===== src/logic/rsmx_defines.svh =====
// Constants for the reset-indicator and interrupt pin multiplexer.
// Assumes inclusion by the package and the pin mux module only.
`ifndef RSMX_DEFINES_SVH
`define RSMX_DEFINES_SVH
// -----------------------------------------------------------------
// Register map (byte addresses, word aligned)
// -----------------------------------------------------------------
`define RSMX_CTRL_ADDR 8'h00
`define RSMX_STAT_ADDR 8'h04
`define RSMX_SEL_NONE 2'h0
`define RSMX_SEL_CTRL 2'h1
`define RSMX_SEL_STAT 2'h2
// -----------------------------------------------------------------
// Control register fields
// -----------------------------------------------------------------
`define RSMX_CTRL_W 13
`define RSMX_CTRL_RST 13'h0000
`define RSMX_B_FORCE 0
`define RSMX_B_SHOW 1
`define RSMX_B_SIZE_REFLECT_ENABLE 2
`define RSMX_B_STATUS_REFLECT_ENABLE 3
`define RSMX_B_BUSRD 4
`define RSMX_B_PU_LO 5
`define RSMX_B_PU_HI 6
`define RSMX_B_SPIRD 7
`define RSMX_B_SCIRD 8
`define RSMX_B_TMRRD 9
`define RSMX_B_SCI_OD 10
`define RSMX_B_SPI_OD 11
`define RSMX_B_SPI_PU 12
// -----------------------------------------------------------------
// Pin groups
// -----------------------------------------------------------------
`define RSMX_SZ_HI 7
`define RSMX_SZ_LO 6
`define RSMX_PS_HI 5
`define RSMX_PS_LO 2
// -----------------------------------------------------------------
// Synchroniser reset levels
// -----------------------------------------------------------------
`define RSMX_RSTPIN_IDLE 2'h3
`endif


===== src/logic/rsmx_pkg.sv =====
// Types for the reset-indicator and interrupt pin multiplexer.
// Assumes the defines header sits beside it on the include path.
`include "rsmx_defines.svh"
package rsmx_pkg;
	// -----------------------------------------------------------------
	// Pad bundle: data out, output enable, pullup enable
	// -----------------------------------------------------------------
	typedef struct packed {
		logic [7:0] o;
		logic [7:0] oe;
		logic [7:0] pu;
	} rsmx_int_pad_t;
	// -----------------------------------------------------------------
	// Whole module state
	// -----------------------------------------------------------------
	typedef struct packed {
		logic [`RSMX_CTRL_W-1:0] ctrl_q;
		logic wr_pend_q;
		logic [1:0] wsel_q;
		logic [31:0] rdata_q;
		logic [1:0] rstpin_s_q;
		logic [1:0] pll_s_q;
		logic [7:0] int_s1_q;
		logic [7:0] int_s2_q;
	} rsmx_state_t;
endpackage


===== src/logic/rsmx_pin_mux.sv =====
// Reset-indicator output and external interrupt pin multiplexer,
// with pullup, open-drain, drive-reduce and scan-only pad control.
// Assumes one 20 MHz clock, synchronous reset, AHB-Lite single word
// transfers and pad cells that resolve o/oe/pu themselves.
//
// How it works
// - Internal reset always asserts reset indicator.
// - Force bit asserts indicator while set.
// - Show-interrupt bit mirrors interrupt request.
// - Otherwise indicator stays negated.
// - Size enable puts transfer size on 7:6.
// - Status enable puts processor status on 5:2.
// - Reflected pins lose edge-port input in emulation.
// - Serial pullup enables reset to zero.
// - Pullup disconnected whenever pin drives.
// - Sync digital inputs; reset unsynced in stop.
// - Test data out is tristate, no input.
// - Scan-only input and reset-output paths.
// - Software selects serial open-drain and pullup.
// - Debug inputs unsynced; event pin open-drain.
// - Per-group drive-reduce control bits.
// - Indicator tristated in PLL test mode.
// - Mirrored pins show size and status.
`timescale 1ns/10ps
module rsmx_pin_mux
	import rsmx_pkg::*;
(
	input wire logic core_clk,
	input wire logic rst,
	// AHB-Lite slave
	input wire logic hsel,
	input wire logic [31:0] haddr,
	input wire logic [1:0] htrans,
	input wire logic hwrite,
	input wire logic [2:0] hsize,
	input wire logic [31:0] hwdata,
	input wire logic hready,
	output logic hreadyout,
	output logic hresp,
	output logic [31:0] hrdata,
	// Core side
	input wire logic irq_pending,
	input wire logic emul_mode,
	input wire logic stop_mode,
	input wire logic [1:0] core_transfer_size,
	input wire logic [3:0] core_processor_status,
	// Reset pins
	output logic reset_indicator_out_n,
	output logic reset_indicator_oe,
	input wire logic pll_test_pin,
	input wire logic reset_pin_n_i,
	output logic reset_pin_o,
	output logic reset_pin_oe,
	output logic reset_req_n,
	// Interrupt pins and edge port
	input wire logic [7:0] int_pin_i,
	output rsmx_int_pad_t int_pad,
	input wire logic [7:0] eport_out,
	input wire logic [7:0] eport_oe,
	output logic [7:0] eport_in,
	// Serial and SPI pads: oe from their owning modules
	input wire logic [3:0] sci_oe,
	input wire logic [3:0] spi_oe,
	output logic [3:0] sci_pu,
	output logic [3:0] spi_pu,
	output logic sci_open_drain,
	output logic spi_open_drain,
	// Drive reduction: bus, spi, serial, timer
	output logic [3:0] drive_reduce,
	// Boundary scan and debug
	input wire logic bscan_en,
	input wire logic [2:0] scan_pin_i,
	output logic [2:0] scan_capture,
	input wire logic scan_reset_drive,
	input wire logic tdo_data,
	input wire logic tdo_drive,
	output logic tdo_o,
	output logic tdo_oe,
	input wire logic [2:0] jtag_pin_i,
	output logic [2:0] jtag_in,
	output logic [3:0] debug_pu,
	input wire logic debug_event_pin_i,
	input wire logic debug_event_drive,
	output logic debug_event_pin_o,
	output logic debug_event_pin_oe,
	output logic debug_event_pin_pu,
	output logic debug_event_in
);
	// -----------------------------------------------------------------
	// Address decode
	// -----------------------------------------------------------------
	// Word decode, shared by the write and read paths
	function automatic logic [1:0] rsmx_dec(input logic [31:0] a);
		logic [1:0] s;
		s = `RSMX_SEL_NONE;
		if (a[7:0] == `RSMX_CTRL_ADDR) begin
			s = `RSMX_SEL_CTRL;
		end else if (a[7:0] == `RSMX_STAT_ADDR) begin
			s = `RSMX_SEL_STAT;
		end
		return s;
	endfunction

	// -----------------------------------------------------------------
	// State
	// -----------------------------------------------------------------
	rsmx_state_t q;
	rsmx_state_t d;
	logic addr_ok;
	logic [`RSMX_CTRL_W-1:0] c;

	assign addr_ok = hsel & htrans[1] & hready;
	assign c = q.ctrl_q;

	// Next state: bus writes, read capture, synchronisers
	always_comb begin
		d = q;
		d.wr_pend_q = addr_ok & hwrite;
		d.wsel_q = rsmx_dec(haddr);
		// Status register writes are dropped, only control is writable
		if (q.wr_pend_q && q.wsel_q == `RSMX_SEL_CTRL) begin
			d.ctrl_q = hwdata[`RSMX_CTRL_W-1:0];
		end
		// Read data from d so a write just before is seen
		if (addr_ok && !hwrite) begin
			case (rsmx_dec(haddr))
				`RSMX_SEL_CTRL: begin
					d.rdata_q = {{(32-`RSMX_CTRL_W){1'b0}}, d.ctrl_q};
				end
				`RSMX_SEL_STAT: begin
					d.rdata_q = {20'h00000, q.int_s2_q, q.pll_s_q[1],
						q.rstpin_s_q[1], irq_pending, reset_indicator_out_n};
				end
				default: begin
					d.rdata_q = 32'h00000000;
				end
			endcase
		end
		// Two-flop synchronisers for pin inputs
		d.rstpin_s_q = {q.rstpin_s_q[0], reset_pin_n_i};
		d.pll_s_q = {q.pll_s_q[0], pll_test_pin};
		d.int_s1_q = int_pin_i;
		d.int_s2_q = q.int_s1_q;
	end

	// Register the whole state; every mux bit clears on reset except the reset pin sync, which loads high
	always_ff @(posedge core_clk) begin
		if (rst) begin
			q <= '0;
			q.ctrl_q <= `RSMX_CTRL_RST;
			// Reset pin sync starts high, so release brings no false request
			q.rstpin_s_q <= `RSMX_RSTPIN_IDLE;
		end else begin
			q <= d;
		end
	end

	// -----------------------------------------------------------------
	// Bus answer: zero wait, always OKAY
	// -----------------------------------------------------------------
	assign hreadyout = 1'b1;
	assign hresp = 1'b0;
	assign hrdata = q.rdata_q;

	// -----------------------------------------------------------------
	// Reset indicator
	// -----------------------------------------------------------------
	// Reset taken straight from rst so the pin drops in the same cycle
	always_comb begin
		if (rst) begin
			reset_indicator_out_n = 1'b0;
		end else if (c[`RSMX_B_FORCE]) begin
			reset_indicator_out_n = 1'b0;
		end else if (c[`RSMX_B_SHOW]) begin
			reset_indicator_out_n = ~irq_pending;
		end else begin
			reset_indicator_out_n = 1'b1;
		end
	end
	assign reset_indicator_oe = ~q.pll_s_q[1];

	// Reset input: raw in stop mode since the clock may be halted
	assign reset_req_n = stop_mode ? reset_pin_n_i : q.rstpin_s_q[1];
	assign reset_pin_o = 1'b0;
	assign reset_pin_oe = bscan_en & scan_reset_drive;
	assign scan_capture = bscan_en ? scan_pin_i : 3'h0;

	// -----------------------------------------------------------------
	// Interrupt pins
	// -----------------------------------------------------------------
	// Per-pin select between edge port and core mirror
	always_comb begin
		logic [7:0] mir;
		mir = 8'h00;
		int_pad.o = eport_out;
		int_pad.oe = eport_oe;
		if (c[`RSMX_B_SIZE_REFLECT_ENABLE]) begin
			mir[`RSMX_SZ_HI:`RSMX_SZ_LO] = 2'h3;
			int_pad.o[`RSMX_SZ_HI:`RSMX_SZ_LO] = core_transfer_size;
		end
		if (c[`RSMX_B_STATUS_REFLECT_ENABLE]) begin
			mir[`RSMX_PS_HI:`RSMX_PS_LO] = 4'hf;
			int_pad.o[`RSMX_PS_HI:`RSMX_PS_LO] = core_processor_status;
		end
		int_pad.oe = int_pad.oe | mir;
		// Pullups only on pins not being driven
		int_pad.pu = ~int_pad.oe;
		// Mirrored pins feed nothing back to the edge port in emulation
		eport_in = q.int_s2_q & ~(mir & {8{emul_mode}});
	end

	// -----------------------------------------------------------------
	// Serial, SPI, drive reduction
	// -----------------------------------------------------------------
	assign sci_pu[1:0] = {2{c[`RSMX_B_PU_LO]}} & ~sci_oe[1:0];
	assign sci_pu[3:2] = {2{c[`RSMX_B_PU_HI]}} & ~sci_oe[3:2];
	assign spi_pu = {4{c[`RSMX_B_SPI_PU]}} & ~spi_oe;
	assign sci_open_drain = c[`RSMX_B_SCI_OD];
	assign spi_open_drain = c[`RSMX_B_SPI_OD];
	assign drive_reduce = {c[`RSMX_B_TMRRD], c[`RSMX_B_SCIRD],
		c[`RSMX_B_SPIRD], c[`RSMX_B_BUSRD]};

	// -----------------------------------------------------------------
	// Debug and test port
	// -----------------------------------------------------------------
	// Test clock domain samples these itself, so no sync here
	assign jtag_in = jtag_pin_i;
	assign debug_pu = 4'hf;
	assign tdo_o = tdo_data;
	assign tdo_oe = tdo_drive;
	assign debug_event_pin_o = 1'b0;
	assign debug_event_pin_oe = debug_event_drive;
	assign debug_event_pin_pu = ~debug_event_drive;
	assign debug_event_in = debug_event_pin_i;

	// -----------------------------------------------------------------
	// Checks
	// -----------------------------------------------------------------
	chk_ind_in_reset: assert property (@(posedge core_clk)
		rst |-> !reset_indicator_out_n)
		else $error("indicator not asserted in reset");
	chk_ind_force: assert property (@(posedge core_clk) disable iff (rst)
		(q.wr_pend_q && q.wsel_q == `RSMX_SEL_CTRL && hwdata[`RSMX_B_FORCE])
		|=> !reset_indicator_out_n)
		else $error("force write did not assert indicator");
	chk_ind_show: assert property (@(posedge core_clk) disable iff (rst)
		(!c[`RSMX_B_FORCE] && c[`RSMX_B_SHOW]) |-> reset_indicator_out_n != irq_pending)
		else $error("indicator does not follow interrupt");
	chk_ind_idle: assert property (@(posedge core_clk) disable iff (rst)
		(c[`RSMX_B_FORCE] == 1'b0 && !c[`RSMX_B_SHOW]) |-> reset_indicator_out_n)
		else $error("indicator asserted with no cause");
	chk_size_mirror: assert property (@(posedge core_clk) disable iff (rst)
		c[`RSMX_B_SIZE_REFLECT_ENABLE] |-> (int_pad.o[`RSMX_SZ_HI:`RSMX_SZ_LO] == core_transfer_size
		&& &int_pad.oe[`RSMX_SZ_HI:`RSMX_SZ_LO]))
		else $error("size not mirrored");
	chk_status_mirror: assert property (@(posedge core_clk) disable iff (rst)
		c[`RSMX_B_STATUS_REFLECT_ENABLE] |-> (int_pad.o[`RSMX_PS_HI:`RSMX_PS_LO] == core_processor_status
		&& &int_pad.oe[`RSMX_PS_HI:`RSMX_PS_LO]))
		else $error("status not mirrored");
	chk_emul_lost: assert property (@(posedge core_clk) disable iff (rst)
		(emul_mode && c[`RSMX_B_SIZE_REFLECT_ENABLE]) |-> eport_in[`RSMX_SZ_HI:`RSMX_SZ_LO] == 2'h0)
		else $error("mirrored pin leaked to edge port");
	chk_reset_clear: assert property (@(posedge core_clk)
		$fell(rst) |-> (c == `RSMX_CTRL_RST && sci_pu == 4'h0))
		else $error("control not clear after reset");
	chk_pu_off_drive: assert property (@(posedge core_clk) disable iff (rst)
		(int_pad.pu & int_pad.oe) == 8'h00 && (sci_pu & sci_oe) == 4'h0)
		else $error("pullup on driven pin");
	chk_pll_tristate: assert property (@(posedge core_clk) disable iff (rst)
		pll_test_pin [*3] |-> !reset_indicator_oe)
		else $error("indicator driven in pll test");
	chk_rst_sync: assert property (@(posedge core_clk) disable iff (rst)
		!stop_mode |-> reset_req_n == $past(reset_pin_n_i, 2))
		else $error("reset input not two-flop synced");
	chk_status_lost: assert property (@(posedge core_clk) disable iff (rst)
		(emul_mode && c[`RSMX_B_STATUS_REFLECT_ENABLE]) |-> eport_in[`RSMX_PS_HI:`RSMX_PS_LO] == 4'h0)
		else $error("mirrored status pin leaked to edge port");
	chk_emul_normal: assert property (@(posedge core_clk) disable iff (rst)
		!emul_mode |-> eport_in == q.int_s2_q)
		else $error("edge port lost pin outside emulation");
	chk_mirror_off: assert property (@(posedge core_clk) disable iff (rst)
		(!c[`RSMX_B_SIZE_REFLECT_ENABLE] && !c[`RSMX_B_STATUS_REFLECT_ENABLE]) |->
		(int_pad.o == eport_out && int_pad.oe == eport_oe))
		else $error("interrupt pins not in normal function");
	chk_force_hold: assert property (@(posedge core_clk) disable iff (rst)
		c[`RSMX_B_FORCE] |-> !reset_indicator_out_n)
		else $error("indicator released while force set");
	chk_drive_write: assert property (@(posedge core_clk) disable iff (rst)
		(q.wr_pend_q && q.wsel_q == `RSMX_SEL_CTRL) |=> drive_reduce == $past({
		hwdata[`RSMX_B_TMRRD], hwdata[`RSMX_B_SCIRD],
		hwdata[`RSMX_B_SPIRD], hwdata[`RSMX_B_BUSRD]}))
		else $error("drive reduce bits not taken from write");
	chk_od_write: assert property (@(posedge core_clk) disable iff (rst)
		(q.wr_pend_q && q.wsel_q == `RSMX_SEL_CTRL) |=> {spi_open_drain, sci_open_drain}
		== $past({hwdata[`RSMX_B_SPI_OD], hwdata[`RSMX_B_SCI_OD]}))
		else $error("open-drain bits not taken from write");
	chk_scan_only: assert property (@(posedge core_clk) disable iff (rst)
		!bscan_en |-> (scan_capture == 3'h0 && !reset_pin_oe))
		else $error("scan path active outside scan");
	chk_de_open_drain: assert property (@(posedge core_clk) disable iff (rst)
		debug_event_pin_oe |-> (!debug_event_pin_o && !debug_event_pin_pu))
		else $error("debug event pin not open-drain");
	chk_req_stop: assert property (@(posedge core_clk) disable iff (rst)
		stop_mode |-> reset_req_n == reset_pin_n_i)
		else $error("reset input not raw in stop");
	chk_pll_off: assert property (@(posedge core_clk) disable iff (rst)
		(!pll_test_pin) [*3] |-> reset_indicator_oe)
		else $error("indicator not driven outside pll test");
endmodule // rsmx_pin_mux


===== config.mk =====
export PLATFORM = sky130hd
export DESIGN_NAME = rsmx_pin_mux
export DESIGN_NICKNAME = d
export VERILOG_FILES = /design/src/logic/rsmx_pkg.sv /design/src/logic/rsmx_pin_mux.sv
export VERILOG_INCLUDE_DIRS = /design/src /design/src/logic
export SDC_FILE = /design/constraint.sdc
export NUM_CORES = 1
export LEC_CHECK = 0
export ABC_AREA = 1
export BUFFER_PORTS_ARGS = -buffer_cell sky130_fd_sc_hd__buf_2
export CAP_MARGIN = 20
export CELL_PAD_IN_SITES_DETAIL_PLACEMENT = 1
export CELL_PAD_IN_SITES_GLOBAL_PLACEMENT = 1
export CORE_ASPECT_RATIO = 0.7
export CORE_MARGIN = 5
export CORE_UTILIZATION = 25
export DETAILED_ROUTE_END_ITERATION = 7
export GPL_ROUTABILITY_DRIVEN = 1
export HOLD_SLACK_MARGIN = 0.1
export PLACE_DENSITY = 0.93
export SLEW_MARGIN = 20
export SYNTH_ARGS = -nofsm -noshare
export SYNTH_HDL_FRONTEND = slang
export SYNTH_SLANG_ARGS = --single-unit
export TNS_END_PERCENT = 100

===== constraint.sdc =====
create_clock -name core_clk -period 2.4 [get_ports core_clk]
set_input_delay 0.6 -clock core_clk [delete_from_list [all_inputs] [get_ports core_clk]]
set_output_delay 0.6 -clock core_clk [all_outputs]
set_load 0.005 [all_outputs]

== After elaboration in Yosys (flattened, before gate mapping) ==
Index checks and enable logic that the tools add are counted.

* Flip-flop bits (word level): 68
* Input port bits: 129
* Output and inout port bits: 101
* Word-level logic and storage cells: 48

* Equality and inequality tests: 4
* Muxes and demuxes: 14
* Bitwise gates (word level): 18
* Reductions and logical operators: 4

{| class="wikitable"
|+ Operators with widths
! cell !! count
|-
| 13-bit one-hot mux with 2 select lines || 1
|-
| 8-bit bitwise AND || 2
|-
| 8-bit inverter || 2
|-
| 13-bit 2-to-1 mux || 1
|-
| 2-bit 2-to-1 mux || 5
|-
| 8-bit by 3-bit equality test with 1-bit output, second input constant || 1
|-
| 8-bit logical NOT || 1
|-
| 4-bit 2-to-1 mux || 2
|-
| 8-bit OR || 1
|-
| 1-bit bitwise AND || 4
|-
| 2-bit bitwise AND || 2
|-
| 4-bit bitwise AND || 1
|-
| 2-bit by 1-bit equality test with 1-bit output, second input constant || 2
|-
| 1-bit 2-to-1 mux || 4
|-
| 2-bit inverter || 2
|-
| 4-bit inverter || 1
|-
| 3-bit 2-to-1 mux || 1
|-
| 1-bit inverter || 3
|-
| 2-bit equality test, second input constant || 1
|-
| 1-bit logical AND || 2
|-
| 1-bit logical NOT || 1
|}

== Longest topological paths before layout ==
* Depth in word-level cells: 6
* Gate-level depth with buffers: 8
* Mapped depth without buffers: 7

== Worst setup path before layout ==
No wires, ideal clock.

* Path kind: input port to output port
* Start: input port rst
* End: output port reset_indicator_out_n
* Arrival: 957 ps
* Required time: 1800 ps
* Slack: 843 ps
* Stages on the path: 4
* Cells stage by stage: clkbuf_1 -> nor2_1 -> o21ai_0 -> inv_1

* Cells in the longest elaborated chain, start to end: 1

{| class="wikitable"
|+ Ends and longest elaborated chain
! item !! RTL line !! RTL
|-
| start: declaration || rsmx_pin_mux.sv:29 || <nowiki>input wire logic rst,</nowiki>
|-
| 1-bit 2-to-1 mux || rsmx_pin_mux.sv:170 || <nowiki>if (rst) begin</nowiki>
|-
| end: declaration || rsmx_pin_mux.sv:48 || <nowiki>output logic reset_indicator_out_n,</nowiki>
|}

Every way passes these cells.

==> impl_metrics.json <==
{
  "status": "finished clean",
  "drive_above_1_share": 0.309,
  "drc_errors": 0,
  "grt_pass1_vias": 2692,
  "layout_min_cycle_time_ps": 2030,
  "p_int_mw": 1.36,
  "clock_latency_ps": 280,
  "ctsLongestPathBuffers": 2,
  "synth_cell_types": 18,
  "fin_nets": 630,
  "hp-class": "flip-flop to flip-flop",
  "syn_inst": 396,
  "worstReg2RegEnd": "hrdata[4]",
  "whs_path_depth": 2,
  "synth-xor-area-share": 0,
  "maxSlewHeadroom": 0.539,
  "p_per_area_nw_per_um2": 551,
  "instances_no_fill": 634,
  "clock_sink_count": 49,
  "track_usage": 0.133,
  "overflow": 0,
  "core_sq_um": 10200,
  "synthMuxAreaShare": 0,
  "final-seq-area_sq_um": 981,
  "dieArea_sq_um": 12400,
  "p_comb_frac": 0.107,
  "gp_congestion": 0.779,
  "ir_drop_mv": 0.237,
  "required_ps": 1800,
  "cp-startpoint": "c[3]",
  "crit_path_start_kind": "flip-flop",
  "fin_area_sq_um": 3210,
  "portBuffers": 139,
  "crit_arrival_ps": 1430,
  "start_util": 0.252,
  "reg2reg_depth": 7,
  "synth_seq_cells": 49,
  "p_clk_frac": 0.419,
  "holdBufCountCts": 0,
  "synth_top_family_by_area": "simple AND/OR/NAND/NOR gates",
  "postCtsSetupBuffers": 0,
  "grt_max_degree": 42,
  "worstSetupPathType": "flip-flop to output pin",
  "via_per_inst": 3.99,
  "cts.repair.resized": 0,
  "ioPinCount": 230,
  "synth-compound-area-share": 0.0322,
  "postSynthAreaPerCell_sq_um": 6.48,
  "tritoncts": "done",
  "cts_buffers": 5,
  "crit_fanout": 13,
  "switching_share": 0.231,
  "post-place-cells": 626,
  "drv_cap": 0,
  "wl_mm": 8.55,
  "synth_fa_ha_area_frac": 0,
  "fmax_mhz": 493,
  "grt_pass1_wl_mm": 13.0,
  "clock-skew-final_ps": 2.89,
  "routedWlPerCell_microns": 13.5,
  "placed_area_sq_um": 3060,
  "p_leak_nw": 1.87,
  "die_w_microns": 131,
  "rsz0062_at_grt": "false",
  "row_count": 31,
  "num_vias": 2532,
  "setup_violations": 0,
  "htreeDepth": 2,
  "die_h_microns": 94.8,
  "power_frac_seq": 0.474,
  "synth-simple-area-share": 0.305,
  "hpwl_mm": 6.94,
  "clock-root-buffer": "clkbuf_16",
  "dr.pass1.iters": 4,
  "hold_viol": 0,
  "r2r_start": "q[54]",
  "worstSetupEndpoint": "int_pad[18]",
  "critPathCaptureType": "output pin",
  "slew_viol_final": 0,
  "antenna_found_initial": 0,
  "synth-seq-area-share": 0.382,
  "p_total_mw": 1.77,
  "power.switching_mw": 0.409,
  "cts.reportedPaths.clkPinSlew_ps": 70,
  "fin_crit_sh": 0.845,
  "first_iter_violations": 48,
  "area_growth_pct": 25.3,
  "postRouteAntennaNets": 0,
  "multiInputGateArea_sq_um": 967,
  "worst_slew_pin_slew_ps": 691,
  "finalSetupTns_ps": 0,
  "yosysWarnings": 0,
  "netlist_area_sq_um": 2570,
  "fillers": 1380,
  "final_util": 0.315,
  "num_antenna_cells": 0,
  "r2r_setup_slack_ps": 830
}
stage by stage:
step	hold WS (ps)	worst slack (ps)
floorplan	388	843
global placement	391	556
detailed placement	399	462
CTS	409	341
global route	418	222
finish	407	373
routing by layer:
| metal | GRT usage | vias up | wire, microns |
|---|---|---|---|
| met1 | 0.145 | 1171 | 3360 |
| met3 | 0.0413 | 11 | 708 |
| met2 | 0.250 | 83 | 4370 |
| met5 | 0 | - | 0 |
| met4 | 0.0308 | 0 | 107 |
| li1 | - | 1267 | - |
synth_stat cells (all sizes together):
cell | number | area share
nor2 | 98 | 0.15
nor3 | 2 | 0.0039
inv | 60 | 0.088
or2 | 1 | 0.0024
conb | 2 | 0.0029
buf | 62 | 0.18
o21ai | 8 | 0.016
clkbuf | 7 | 0.010
dfxtp | 49 | 0.38
nand4 | 1 | 0.0049
nand3 | 3 | 0.0058
nand3b | 1 | 0.0029
nand2 | 95 | 0.14
a21boi | 3 | 0.0088
a21oi | 4 | 0.0078
sequential cells by signal (all words and copies together), names as in the netlist:
signal,cells
q,13
hrdata,13
d,10
c,13
worst min-delay path by stage:
stage               startpoint  endpoint  slack, ps
floorplan                 d[0]      q[0]        390
finish                    d[6]      q[6]        410
CTS                       d[0]      q[0]        410
global route              d[1]      q[1]        420
detailed placement        d[1]      q[1]        400
global placement          d[3]      q[3]        390
cells by family after synthesis:
| group | count (synthesis) |
|---|---|
| compound gates | 15 |
| simple gates | 201 |
| other cells | 2 |
| buf+inv | 129 |
| flops | 49 |
layout make-up:
type / count / share of cell area
clock buffers: 7 / 0.0475
clock inverters: 1 / 0.00156
inverters: 60 / 0.0701
multi-input cells: 243 / 0.301
flip-flops and latches: 49 / 0.305
well taps: 132 / 0.0514
repair buffers: 142 / 0.223
cells in the final DEF (no fill, tap or decap):
cell | synthesis | routed
buf_4 | 60 | 3
dfxtp_1 | 49 | 49
nand3_1 | 3 | 3
conb_1 | 2 | 27
clkinv_2 | 0 | 1
nand3b_1 | 1 | 1
nand4_2 | 1 | 1
clkbuf_8 | 0 | 2
o21ai_0 | 8 | 8
a21boi_0 | 3 | 3
inv_1 | 60 | 60
nand2_1 | 94 | 94
nor3_1 | 2 | 2
a21oi_1 | 4 | 4
buf_2 | 2 | 139
or2_2 | 1 | 1
nor2_1 | 96 | 96
nor2_2 | 2 | 2
nand2_2 | 1 | 1
clkbuf_16 | 0 | 5
power by group through the flow:
| stage | registers (mW) | clock network [mW] | logic [mW] |
|---|---|---|---|
| 3_3_place_gp | 0.857 | 0 | 0.179 |
| 2_1_floorplan | 0.856 | 0 | 0.126 |
| 5_1_grt | 0.841 | 0.800 | 0.215 |
| 4_1_cts | 0.840 | 0.763 | 0.191 |
| 6_report | 0.840 | 0.742 | 0.189 |
| 3_5_place_dp | 0.858 | 0 | 0.190 |
critical path, stage by stage, from the launching register on:
cell     delay [ps]
dfxtp_1         630
inv_1           200
nand2_1         120
nand2_1          70
buf_2           130
(Power assumes the default switching activity.)
